===== src/shared/tcpwm_defs.vh =====
// constants for the timer compare and pwm channel block
`ifndef TCPWM_DEFS_VH
`define TCPWM_DEFS_VH
`define TCPWM_CNT_W 16
`define TCPWM_CNT_ZERO 16'h0000
`define TCPWM_MOD_RESET 16'hFFFF
`define TCPWM_VAL_RESET 16'h0000
`define TCPWM_BYTE_W 8
`define TCPWM_DIV_W 6
`define TCPWM_DIV_ZERO 6'h00
`define TCPWM_DIV_ONES 6'h3F
`define TCPWM_PS_OFF 3'h7
`define TCPWM_ACT_NONE 2'h0
`define TCPWM_ACT_TOGGLE 2'h1
`define TCPWM_ACT_CLEAR 2'h2
`define TCPWM_ACT_SET 2'h3
`define TCPWM_MODE_CAPTURE 2'h0
`endif


===== src/core/tcpwm_prescaler.v =====
// counter clock prescaler: one tick per selected number of bus clocks
`timescale 1ns/100ps
`include "tcpwm_defs.vh"
module tcpwm_prescaler
(
	input wire clk,
	input wire reset_n,
	input wire run,
	input wire clear,
	input wire [2:0] prescale_select,
	output wire tick
);
	reg [`TCPWM_DIV_W-1:0] div;
	wire [`TCPWM_DIV_W-1:0] mask;

	// divide by 1..64, code 7 gives no tick
	assign mask = ~(`TCPWM_DIV_ONES << prescale_select);
	assign tick = run && (prescale_select != `TCPWM_PS_OFF) && ((div & mask) == mask);

	always @(posedge clk or negedge reset_n)
	begin
		if (!reset_n)
			div <= `TCPWM_DIV_ZERO;
		else if (clear)
			div <= `TCPWM_DIV_ZERO;
		else if (run)
			div <= div + 6'h01;
	end
endmodule // tcpwm_prescaler


===== src/core/tcpwm_channel.v =====
// one channel: compare output action and event flag
`timescale 1ns/100ps
`include "tcpwm_defs.vh"
module tcpwm_channel
(
	input wire clk,
	input wire reset_n,
	input wire ovf_event,
	input wire cmp_event,
	input wire toggle_on_overflow_bit,
	input wire [1:0] compare_action,
	input wire full_duty_bit,
	input wire status_read,
	input wire flag_clear,
	input wire irq_enable,
	output reg pin_out,
	output reg flag,
	output reg irq
);
	reg armed;
	reg next_out;
	reg next_flag;

	always @*
	begin
		next_out = pin_out;
		if (ovf_event && toggle_on_overflow_bit)
			next_out = ~next_out;
		if (cmp_event)
		begin
			case (compare_action)
				`TCPWM_ACT_TOGGLE: next_out = ~next_out;
				`TCPWM_ACT_CLEAR: next_out = 1'b0;
				`TCPWM_ACT_SET: next_out = 1'b1;
				default: next_out = next_out;
			endcase
		end
		if (full_duty_bit && toggle_on_overflow_bit)
			next_out = 1'b1;
		next_flag = flag;
		if (flag_clear && armed)
			next_flag = 1'b0;
		if (cmp_event)
			next_flag = 1'b1;
	end

	always @(posedge clk or negedge reset_n)
	begin
		if (!reset_n)
		begin
			pin_out <= 1'b0;
			flag <= 1'b0;
			armed <= 1'b0;
			irq <= 1'b0;
		end
		else
		begin
			pin_out <= next_out;
			flag <= next_flag;
			irq <= next_flag && irq_enable;
			if (cmp_event || flag_clear)
				armed <= 1'b0;
			else if (status_read && flag)
				armed <= 1'b1;
		end
	end
endmodule // tcpwm_channel


===== src/core/tcpwm_top.v =====
// two-channel timer output compare and pwm, with the linked buffered pair
// Summary of operation
// - link bit pairs channels onto pin zero
// - channel zero value governs first after linking
// - channel one write switches only at overflow
// - each overflow selects last written channel
// - linked: channel one control unused, pin released
// - toggle on overflow sets pwm period
// - pulse runs overflow to compare action
// - modulo 255 gives 256 clock period
// - value 128 of 256 gives half duty
// - compare ends pulse, overflow ends period
// - buffered width change at next period
// - action 10 clears, 11 sets output
// - no overflow toggle with clear action (10) gives constant zero duty
// - full duty with toggle holds output high
// - overflow flag sets, gated interrupt request
// - channel flag on compare, gated request
// - overflow flag cleared by read then zero
// - prescale codes divide by 1 to 64
`timescale 1ns/100ps
`include "tcpwm_defs.vh"
module tcpwm_top
(
	input wire clk,
	input wire reset_n,
	input wire [2:0] prescale_select,
	input wire counter_stop_bit,
	input wire counter_reset,
	input wire overflow_irq_enable,
	input wire status_read,
	input wire overflow_flag_clear,
	input wire [7:0] data_in,
	input wire modulo_high_write,
	input wire modulo_low_write,
	input wire ch0_value_high_write,
	input wire ch0_value_low_write,
	input wire ch1_value_high_write,
	input wire ch1_value_low_write,
	input wire pair_link_mode_bit,
	input wire ch0_mode_select_lower,
	input wire [1:0] ch0_compare_action,
	input wire ch0_toggle_on_overflow_bit,
	input wire ch0_full_duty_bit,
	input wire ch0_irq_enable,
	input wire ch0_status_read,
	input wire ch0_flag_clear,
	input wire ch1_mode_select_upper,
	input wire ch1_mode_select_lower,
	input wire [1:0] ch1_compare_action,
	input wire ch1_toggle_on_overflow_bit,
	input wire ch1_full_duty_bit,
	input wire ch1_irq_enable,
	input wire ch1_status_read,
	input wire ch1_flag_clear,
	output reg [15:0] counter_value,
	output reg overflow_flag,
	output reg overflow_irq,
	output wire channel_zero_pin_out,
	output reg channel_zero_pin_oe,
	output wire channel_one_pin_out,
	output reg channel_one_pin_oe,
	output wire ch0_flag,
	output wire ch0_irq,
	output wire ch1_flag,
	output wire ch1_irq,
	output reg buffer_active_channel
);
	// link buffer states
	localparam [2:0] ST_UNLINKED = 3'h1;
	localparam [2:0] ST_ACTIVE0 = 3'h2;
	localparam [2:0] ST_ACTIVE1 = 3'h4;

	reg [2:0] state;
	reg [2:0] next_state;
	reg last_written;
	reg next_last_written;
	reg [15:0] modulo;
	reg modulo_hold;
	reg [15:0] ch0_value;
	reg [15:0] ch1_value;
	reg [7:0] ch0_high_buf;
	reg [7:0] ch1_high_buf;
	reg ch0_hold;
	reg ch1_hold;
	reg ovf_armed;
	reg next_ovf_flag;
	wire tick;
	wire at_modulo;
	wire ovf_event;
	wire [15:0] next_count;
	wire ch0_write;
	wire ch1_write;
	wire use_ch1;
	wire [15:0] ch0_compare_value;
	wire ch0_compare_hold;
	wire ch0_output_mode;
	wire ch1_output_mode;
	wire ch0_cmp_event;
	wire ch1_cmp_event;

	tcpwm_prescaler u_prescaler
	(
		.clk(clk),
		.reset_n(reset_n),
		.run(!counter_stop_bit),
		.clear(counter_reset),
		.prescale_select(prescale_select),
		.tick(tick)
	);

	assign at_modulo = (counter_value == modulo);
	assign next_count = at_modulo ? `TCPWM_CNT_ZERO : counter_value + 16'h0001;
	assign ovf_event = tick && at_modulo && !counter_reset;

	assign ch0_write = ch0_value_high_write || ch0_value_low_write;
	assign ch1_write = ch1_value_high_write || ch1_value_low_write;

	// linked pair drives only pin zero
	assign use_ch1 = pair_link_mode_bit && (state == ST_ACTIVE1);
	assign ch0_compare_value = use_ch1 ? ch1_value : ch0_value;
	assign ch0_compare_hold = use_ch1 ? ch1_hold : ch0_hold;
	assign ch0_output_mode = pair_link_mode_bit || ch0_mode_select_lower;
	assign ch1_output_mode = !pair_link_mode_bit && (ch1_mode_select_upper || ch1_mode_select_lower);

	assign ch0_cmp_event = tick && !counter_reset && ch0_output_mode && !ch0_compare_hold
		&& (next_count == ch0_compare_value);
	assign ch1_cmp_event = tick && !counter_reset && ch1_output_mode && !ch1_hold
		&& (next_count == ch1_value);

	always @(posedge clk or negedge reset_n)
	begin
		if (!reset_n)
			counter_value <= `TCPWM_CNT_ZERO;
		else if (counter_reset)
			counter_value <= `TCPWM_CNT_ZERO;
		else if (tick)
			counter_value <= next_count;
	end

	// modulo: high byte write blocks the overflow flag, not the wrap, until low byte
	always @(posedge clk or negedge reset_n)
	begin
		if (!reset_n)
		begin
			modulo <= `TCPWM_MOD_RESET;
			modulo_hold <= 1'b0;
		end
		else
		begin
			if (modulo_high_write)
			begin
				modulo[15:8] <= data_in;
				modulo_hold <= 1'b1;
			end
			if (modulo_low_write)
			begin
				modulo[7:0] <= data_in;
				modulo_hold <= 1'b0;
			end
		end
	end

	// channel values: high byte waits for low byte
	always @(posedge clk or negedge reset_n)
	begin
		if (!reset_n)
		begin
			ch0_value <= `TCPWM_VAL_RESET;
			ch1_value <= `TCPWM_VAL_RESET;
			ch0_high_buf <= 8'h00;
			ch1_high_buf <= 8'h00;
			ch0_hold <= 1'b0;
			ch1_hold <= 1'b0;
		end
		else
		begin
			if (ch0_value_high_write)
			begin
				ch0_high_buf <= data_in;
				ch0_hold <= 1'b1;
			end
			if (ch0_value_low_write)
			begin
				ch0_value <= {ch0_high_buf, data_in};
				ch0_hold <= 1'b0;
			end
			if (ch1_value_high_write)
			begin
				ch1_high_buf <= data_in;
				ch1_hold <= 1'b1;
			end
			if (ch1_value_low_write)
			begin
				ch1_value <= {ch1_high_buf, data_in};
				ch1_hold <= 1'b0;
			end
		end
	end

	// link buffer selection
	always @*
	begin
		next_state = state;
		next_last_written = last_written;
		if (ch1_write)
			next_last_written = 1'b1;
		else if (ch0_write)
			next_last_written = 1'b0;
		case (state)
			ST_UNLINKED:
			begin
				// fresh link starts on channel zero
				if (pair_link_mode_bit)
				begin
					next_state = ST_ACTIVE0;
					next_last_written = 1'b0;
				end
			end
			ST_ACTIVE0:
			begin
				// channel one takes over at overflow
				if (!pair_link_mode_bit)
					next_state = ST_UNLINKED;
				else if (ovf_event && last_written)
					next_state = ST_ACTIVE1;
			end
			ST_ACTIVE1:
			begin
				if (!pair_link_mode_bit)
					next_state = ST_UNLINKED;
				else if (ovf_event && !last_written)
					next_state = ST_ACTIVE0;
			end
			default:
				next_state = ST_UNLINKED;
		endcase
	end

	always @(posedge clk or negedge reset_n)
	begin
		if (!reset_n)
		begin
			state <= ST_UNLINKED;
			last_written <= 1'b0;
			buffer_active_channel <= 1'b0;
		end
		else
		begin
			state <= next_state;
			last_written <= next_last_written;
			buffer_active_channel <= (next_state == ST_ACTIVE1);
		end
	end

	always @*
	begin
		next_ovf_flag = overflow_flag;
		if (overflow_flag_clear && ovf_armed)
			next_ovf_flag = 1'b0;
		if (ovf_event && !modulo_hold)
			next_ovf_flag = 1'b1;
	end

	always @(posedge clk or negedge reset_n)
	begin
		if (!reset_n)
		begin
			overflow_flag <= 1'b0;
			ovf_armed <= 1'b0;
			overflow_irq <= 1'b0;
		end
		else
		begin
			overflow_flag <= next_ovf_flag;
			overflow_irq <= next_ovf_flag && overflow_irq_enable;
			if ((ovf_event && !modulo_hold) || overflow_flag_clear)
				ovf_armed <= 1'b0;
			else if (status_read && overflow_flag)
				ovf_armed <= 1'b1;
		end
	end

	// pin drive enables follow the compare action setting
	always @(posedge clk or negedge reset_n)
	begin
		if (!reset_n)
		begin
			channel_zero_pin_oe <= 1'b0;
			channel_one_pin_oe <= 1'b0;
		end
		else
		begin
			channel_zero_pin_oe <= ch0_output_mode && (ch0_compare_action != `TCPWM_ACT_NONE);
			channel_one_pin_oe <= ch1_output_mode && (ch1_compare_action != `TCPWM_ACT_NONE);
		end
	end

	tcpwm_channel u_channel0
	(
		.clk(clk),
		.reset_n(reset_n),
		.ovf_event(ovf_event && ch0_output_mode),
		.cmp_event(ch0_cmp_event),
		.toggle_on_overflow_bit(ch0_toggle_on_overflow_bit),
		.compare_action(ch0_compare_action),
		.full_duty_bit(ch0_full_duty_bit),
		.status_read(ch0_status_read),
		.flag_clear(ch0_flag_clear),
		.irq_enable(ch0_irq_enable),
		.pin_out(channel_zero_pin_out),
		.flag(ch0_flag),
		.irq(ch0_irq)
	);

	tcpwm_channel u_channel1
	(
		.clk(clk),
		.reset_n(reset_n),
		.ovf_event(ovf_event && ch1_output_mode),
		.cmp_event(ch1_cmp_event),
		.toggle_on_overflow_bit(ch1_toggle_on_overflow_bit),
		.compare_action(ch1_compare_action),
		.full_duty_bit(ch1_full_duty_bit),
		.status_read(ch1_status_read),
		.flag_clear(ch1_flag_clear),
		.irq_enable(ch1_irq_enable),
		.pin_out(channel_one_pin_out),
		.flag(ch1_flag),
		.irq(ch1_irq)
	);
endmodule // tcpwm_top


===== config.mk =====
export PLATFORM = sky130hd
export DESIGN_NAME = tcpwm_top
export DESIGN_NICKNAME = d
export VERILOG_FILES = /design/src/core/tcpwm_prescaler.v /design/src/core/tcpwm_channel.v /design/src/core/tcpwm_top.v
export VERILOG_INCLUDE_DIRS = /design/src /design/src/shared
export SDC_FILE = /design/constraint.sdc
export NUM_CORES = 1
export LEC_CHECK = 0
export BUFFER_PORTS_ARGS = -buffer_cell sky130_fd_sc_hd__buf_2
export CORE_MARGIN = 1.5
export CORE_UTILIZATION = 35
export DETAILED_ROUTE_END_ITERATION = 10
export PLACE_DENSITY = 0.51
export SKIP_CTS_REPAIR_TIMING = 1
export SYNTH_ARGS = -nofsm -noshare
export SYNTH_HDL_FRONTEND = slang
export SYNTH_HIERARCHICAL = 1
export SYNTH_SLANG_ARGS = --single-unit

===== constraint.sdc =====
create_clock -name clk -period 4.3 [get_ports clk]
set_clock_uncertainty 0.15 [all_clocks]
set_input_delay 0.215 -clock clk [delete_from_list [all_inputs] [get_ports clk]]
set_output_delay 0.215 -clock clk [all_outputs]
set_load 0.05 [all_outputs]

* Yosys cells after proc, flatten, opt, wreduce, memory -nomap -nowiden
Cells that the tools add are included.
** Word-level totals
- Register bits :: 107
- Output and inout bits :: 27
- Word-level logic and storage cells :: 151
** Operators by class
- Bitwise logic cells :: 6
- Shift operators :: 1
- Equality and inequality tests :: 16
- Muxes and demuxes :: 43
- Add/subtract/negate cells :: 2
- Reduce and logical (&&, ||, !) cells :: 56
** Operator list (count)
- $mux 16 :: 4
- $eq 16x16->1 :: 3
- $logic_and 1x1->1 :: 33
- $mux 1 :: 29
- $reduce_bool 2->1 :: 9
- $add 16x1->16 const B :: 1
- $mux 3 :: 5
- $mux 6 :: 2
- $pmux 3 s3 :: 1
- $eq 2x2->1 const B :: 4
- $logic_not 1->1 :: 7
- $logic_or 1x1->1 :: 7
- $add 6x1->6 const B :: 1
- $and 6x6->6 :: 1
- $eq 3x3->1 const B :: 2
- $eq 6x6->1 :: 1
- $not 6->6 :: 1
- $pmux 1 s3 :: 2
- $shl 6x3->6 const A :: 1
- $eq 2x1->1 const B :: 2
- $not 1->1 :: 4
- $eq 3x1->1 const B :: 1
- $eq 3x2->1 const B :: 1
- $ne 3x3->1 const B :: 1
- $ne 2x1->1 const B :: 1

* Logic depth before layout (Yosys ltp)
- Depth in word-level cells :: 14
- Depth in mapped cells :: 13

* Modules after synthesis
The synthesis kept the hierarchy.
** Modules (own cells, without submodules)
- tcpwm_top :: sequential area each 2348.5 um^2, instances 1, cells an instance 486, area each 5173.7 um^2
- tcpwm_channel :: sequential area each 100.1 um^2, instances 2, cells an instance 17, area each 183.9 um^2
- tcpwm_prescaler :: sequential area each 150.1 um^2, instances 1, cells an instance 36, area each 339.1 um^2

* Least setup slack after synthesis
No wires, ideal clock.
- Path type :: flip-flop to flip-flop
- From :: register counter_value[1]
- To :: register u_channel1.pin_out
- Arrival time :: 3.033 ns
- Clock period less this slack :: 3.315 ns
- Setup time :: 0.132 ns
- Cell stages (with the launch flop) :: 13
- Required time :: 4.018 ns
- Path slack :: 0.985 ns
- Cell sequence :: dfrtp_1 -> ha_1 -> clkbuf_1 -> inv_1 -> or2_1 -> xor2_1 -> xnor2_1 -> o41ai_1 -> o22ai_1 -> nor4bb_1 -> o21ai_0 -> o21ai_0 -> o211ai_2
** RTL lines
- start: declaration :: line tcpwm_top.v:56 : output reg [15:0] counter_value,
- start signal: assignment :: line tcpwm_top.v:134 : counter_value <= `TCPWM_CNT_ZERO;
- start signal: assignment :: line tcpwm_top.v:136 : counter_value <= `TCPWM_CNT_ZERO;
- start signal: assignment :: line tcpwm_top.v:138 : counter_value <= next_count;
- $add 16x1->16 or $eq 16x16->1 (tied branches) :: line tcpwm_top.v:113, tcpwm_top.v:112
- $mux 16 * :: line tcpwm_top.v:113 : assign next_count = at_modulo ? `TCPWM_CNT_ZERO : counter_value + 16'h0001;
- $eq 16x16->1 * :: line tcpwm_top.v:129 : && (next_count == ch1_value);
- $logic_and 1x1->1 * :: line tcpwm_top.v:129
- net ch1_cmp_event :: line tcpwm_top.v:100 : wire ch1_cmp_event;
- $mux 1 * :: line tcpwm_channel.v:29 : if (cmp_event)
- $mux 1 * :: line tcpwm_channel.v:38 : if (full_duty_bit && toggle_on_overflow_bit)
- net u_channel1.next_out :: line tcpwm_channel.v:21 : reg next_out;
- end signal: assignment :: line tcpwm_channel.v:58 : pin_out <= next_out;
- end: declaration :: line tcpwm_channel.v:16 : output reg pin_out,
Mark *: on every way through the listed nets, which the timed path passes. The rest lies on a longest branch.
A chain may end at the register's enable or synchronous reset.

* Worst setup path after layout
- From :: register counter_value[7]
- To :: register u_channel1.pin_out
Same word-level chain as after synthesis.

==> flow_metrics.env <==
export IMPL_numCtsBuffers=9
export IMPL_fp_row_count=47
export IMPL_die_w_um=133
export IMPL_total_power_mw=2.32
export IMPL_h_tree_depth=3
export IMPL_holdWs_ps=-10.0
export IMPL_diodes=0
export IMPL_multiInputGateArea_um2=2980
export IMPL_gp_congestion=0.889
export IMPL_stdcell_area_um2=6850
export IMPL_vias_per_cell=5.21
export IMPL_hold_depth=3
export IMPL_grt_pass1_wl_mm=25.0
export IMPL_syn_to_final_growth_pct=16.5
export IMPL_maxSlewHeadroom_pct=45.8
export IMPL_final_nets=669
export IMPL_r2r_end="u_channel1/pin_out$_DFF_PN0_"
export IMPL_path_max_fanout=17
export IMPL_hp_class="in -> reg"
export IMPL_path_class="reg -> reg"
export IMPL_p_leak_nw=2.80
export IMPL_clk_path_buf_depth=2
export IMPL_synth_seq_cells=107
export IMPL_synth_cell_type_count=65
export IMPL_synth_warnings=6
export IMPL_via_count=4429
export IMPL_worst_pin_slew_ps=813
export IMPL_root_buffer="clkbuf_16"
export IMPL_crit_required_ps=4380
export IMPL_ys_flop_type="dfrtp_1"
export IMPL_syn_inst=556
export IMPL_drt_iter0_markers=209
export IMPL_crit_path_end_kind="flop"
export IMPL_hold_viol=1
export IMPL_place_area_um2=6390
export IMPL_cp_arrival_ps=3710
export IMPL_grt_remaining_overflow=0
export IMPL_die_area_um2=17600
export IMPL_fillers=1634
export IMPL_setup_violations=0
export IMPL_syn_area_um2=5880
export IMPL_synth_top_area_cell="dfrtp_1"
export IMPL_min_to="channel_zero_pin_oe$_DFF_PN0_"
export IMPL_synth_edf_count=0
export IMPL_avgSynthCellArea_um2=10.6
export IMPL_layout_min_cycle_time_ps=3630
export IMPL_io_pins=69
export IMPL_core_um2=16500
export IMPL_grt_max_degree=64
export IMPL_finalCritPeriodShare_pct=84.5
export IMPL_failed_checks="hold timing"
export IMPL_seq_area_um2=2700
export IMPL_start_kind="flop"
export IMPL_drc=0
export IMPL_first_pass_iters=5
export IMPL_antenna_found_initial=0
export IMPL_start_util_pct=35.6
export IMPL_die_h_um=133
export IMPL_r2r_start="counter_value[7]$_DFFE_PN0P_"
export IMPL_dp_cells=818
export IMPL_max_cap_violations=0
export IMPL_rsz0062_at_grt="false"
export IMPL_critPathSlowestCell="dfrtp_1"
export IMPL_postSynth_asyncResetShare_pct=100
export IMPL_cts_tree="done"
export IMPL_outcome="finished with violations"
export IMPL_path_clk_slew_ps=70
export IMPL_fin_cells=850
export IMPL_ir_drop_v=0.000187
export IMPL_synthesis_nets=600
export IMPL_ys_seq_area_share_pct=45.9
export IMPL_netlist_top_cells_area="dfrtp_1, mux2_2, dfstp_2"
export IMPL_path_cells="xnor2_1, nand4_1, nor4_4, buf_4, o21ai_0, a2111oi_2, o2111ai_1, nor4bb_1, buf_4, o21ai_0, o21ai_0, o211ai_2"
export IMPL_grt_usage_pct=18.6
export IMPL_first_global_vias=4392
export IMPL_setup_slack_ps=666
export IMPL_crit_path_max_incr_delay_ps=600
export IMPL_cts_num_sinks=107
export IMPL_avgRoutedWirePerCell_um=18.4
export IMPL_slew_violations=0
export IMPL_power_density_nw_per_um2=338
export IMPL_regToRegSetupSlack_ps=670
export IMPL_dp_hpwl_mm=11.5
export IMPL_r2r_cells=12
export IMPL_clk_latency_ps=360
export IMPL_post_synth_top_area_fraction_pct=38.3
export IMPL_cp_common_cell="o21ai_0"
export IMPL_wl_mm=15.7
export IMPL_setup_tns_ps=0
export IMPL_utilization_pct=41.5
export IMPL_final_layout_size_suffix_gt1_share_pct=29.8
export IMPL_place_ws_ps=718
export IMPL_fmax_mhz=275
export IMPL_port_buffers=68
export IMPL_ant_nets=0
export IMPL_hp_start="ch0_mode_select_lower"
[cells in the final DEF, fill, tap and decap left out, types with 5 or more instances in the layout]
master,synthesis,layout
dfrtp_1,90,90
xor2_1,17,17
inv_1,11,11
clkbuf_16,0,9
nor4_1,5,5
nor3_1,15,15
nand3b_1,7,7
o21ai_0,28,28
dlygate4sd3_1,0,16
buf_4,3,8
nor2_1,47,47
nand3_1,11,11
dfstp_2,17,17
or3_1,7,7
mux2i_1,19,19
a21oi_1,26,26
mux2_2,64,64
nand4_1,12,12
nand2_1,34,34
buf_2,9,67
xnor2_1,34,34
[Yosys cell counts (3+ instances only)]
master and n:
a21boi_0 3, a21o_1 3, a21oi_1 26, a22oi_1 3
a31oi_1 3, and2_1 4, and3b_1 4, buf_2 9
buf_4 3, clkbuf_1 17, dfrtp_1 90, dfstp_2 17
inv_1 11, mux2_2 64, mux2i_1 19, nand2_1 34
nand3_1 11, nand3b_1 7, nand4_1 12, nor2_1 47
nor2b_1 4, nor3_1 15, nor4_1 5, o21ai_0 28
or3_1 7, or4_1 4, xnor2_1 34, xor2_1 17
[critical path, delay by kind of cell (launching register included)]
kind                      cells  cell delay [ps]
buffers and inverters         2              490
AOI/OAI and AO/OA             6             1080
and+or+nand+nor               3             1030
xor gates and xnor gates      1              170
DFF                           1              600
[routing by layer]
layer | global-route usage, % | share of wire, % | vias up
met5 | 0 | 0 | -
met3 | 3.91 | 4.6 | 19
met1 | 26.6 | 49 | 2170
li1 | - | - | 2121
met2 | 28.1 | 44 | 119
met4 | 5.98 | 2.0 | 0
[registers in the layout (all words and copies together) (netlist names), 3 cells and up]
name	flops
state	3
ch1_high_buf	8
u_prescaler/div	6
counter_value	16
ch0_high_buf	8
modulo	16
ch0_value	16
ch1_value	16
[where the power goes]
part	switching, mW	internal, mW	leakage (nW)
sequential	0.0845	1.10	1.30
clock	0.389	0.455	0.138
combinational	0.139	0.150	1.36
[cells by family (layout without fill, tap and decap cells)]
logic type,Yosys count,in the layout,share of synthesized area [%]
buffers and inverters,44,118,3.45
muxes,83,83,15.5
AOI/OAI and AO/OA,91,91,9.91
adders and majority gates,2,2,0.425
and+or+nand+nor,176,176,16.6
xor gates and xnor gates,53,53,8.26
DFF,107,107,45.9
[area by class of cell]
type | instances | area share [%]
sequential | 107 | 39.4
inverter | 11 | 0.603
multi-input combinational | 405 | 43.5
tap | 220 | 4.02
clock buffer | 9 | 3.29
clock inverter | 7 | 1.10
timing repair buffer | 91 | 8.11
[how the worst max path moves through the flow]
stage                            startpoint                      endpoint  cells past startpoint
3_5_place_dp   counter_value[7]$_DFFE_PN0P_  u_channel1/pin_out$_DFF_PN0_                     12
6_report       counter_value[7]$_DFFE_PN0P_  u_channel1/pin_out$_DFF_PN0_                     12
2_1_floorplan  counter_value[1]$_DFFE_PN0P_  u_channel1/pin_out$_DFF_PN0_                     12
4_1_cts        counter_value[7]$_DFFE_PN0P_  u_channel1/pin_out$_DFF_PN0_                     12
3_3_place_gp   counter_value[7]$_DFFE_PN0P_  u_channel1/pin_out$_DFF_PN0_                     12
5_1_grt        counter_value[0]$_DFFE_PN0P_  u_channel0/pin_out$_DFF_PN0_                     10
(Power assumes the default switching activity.)
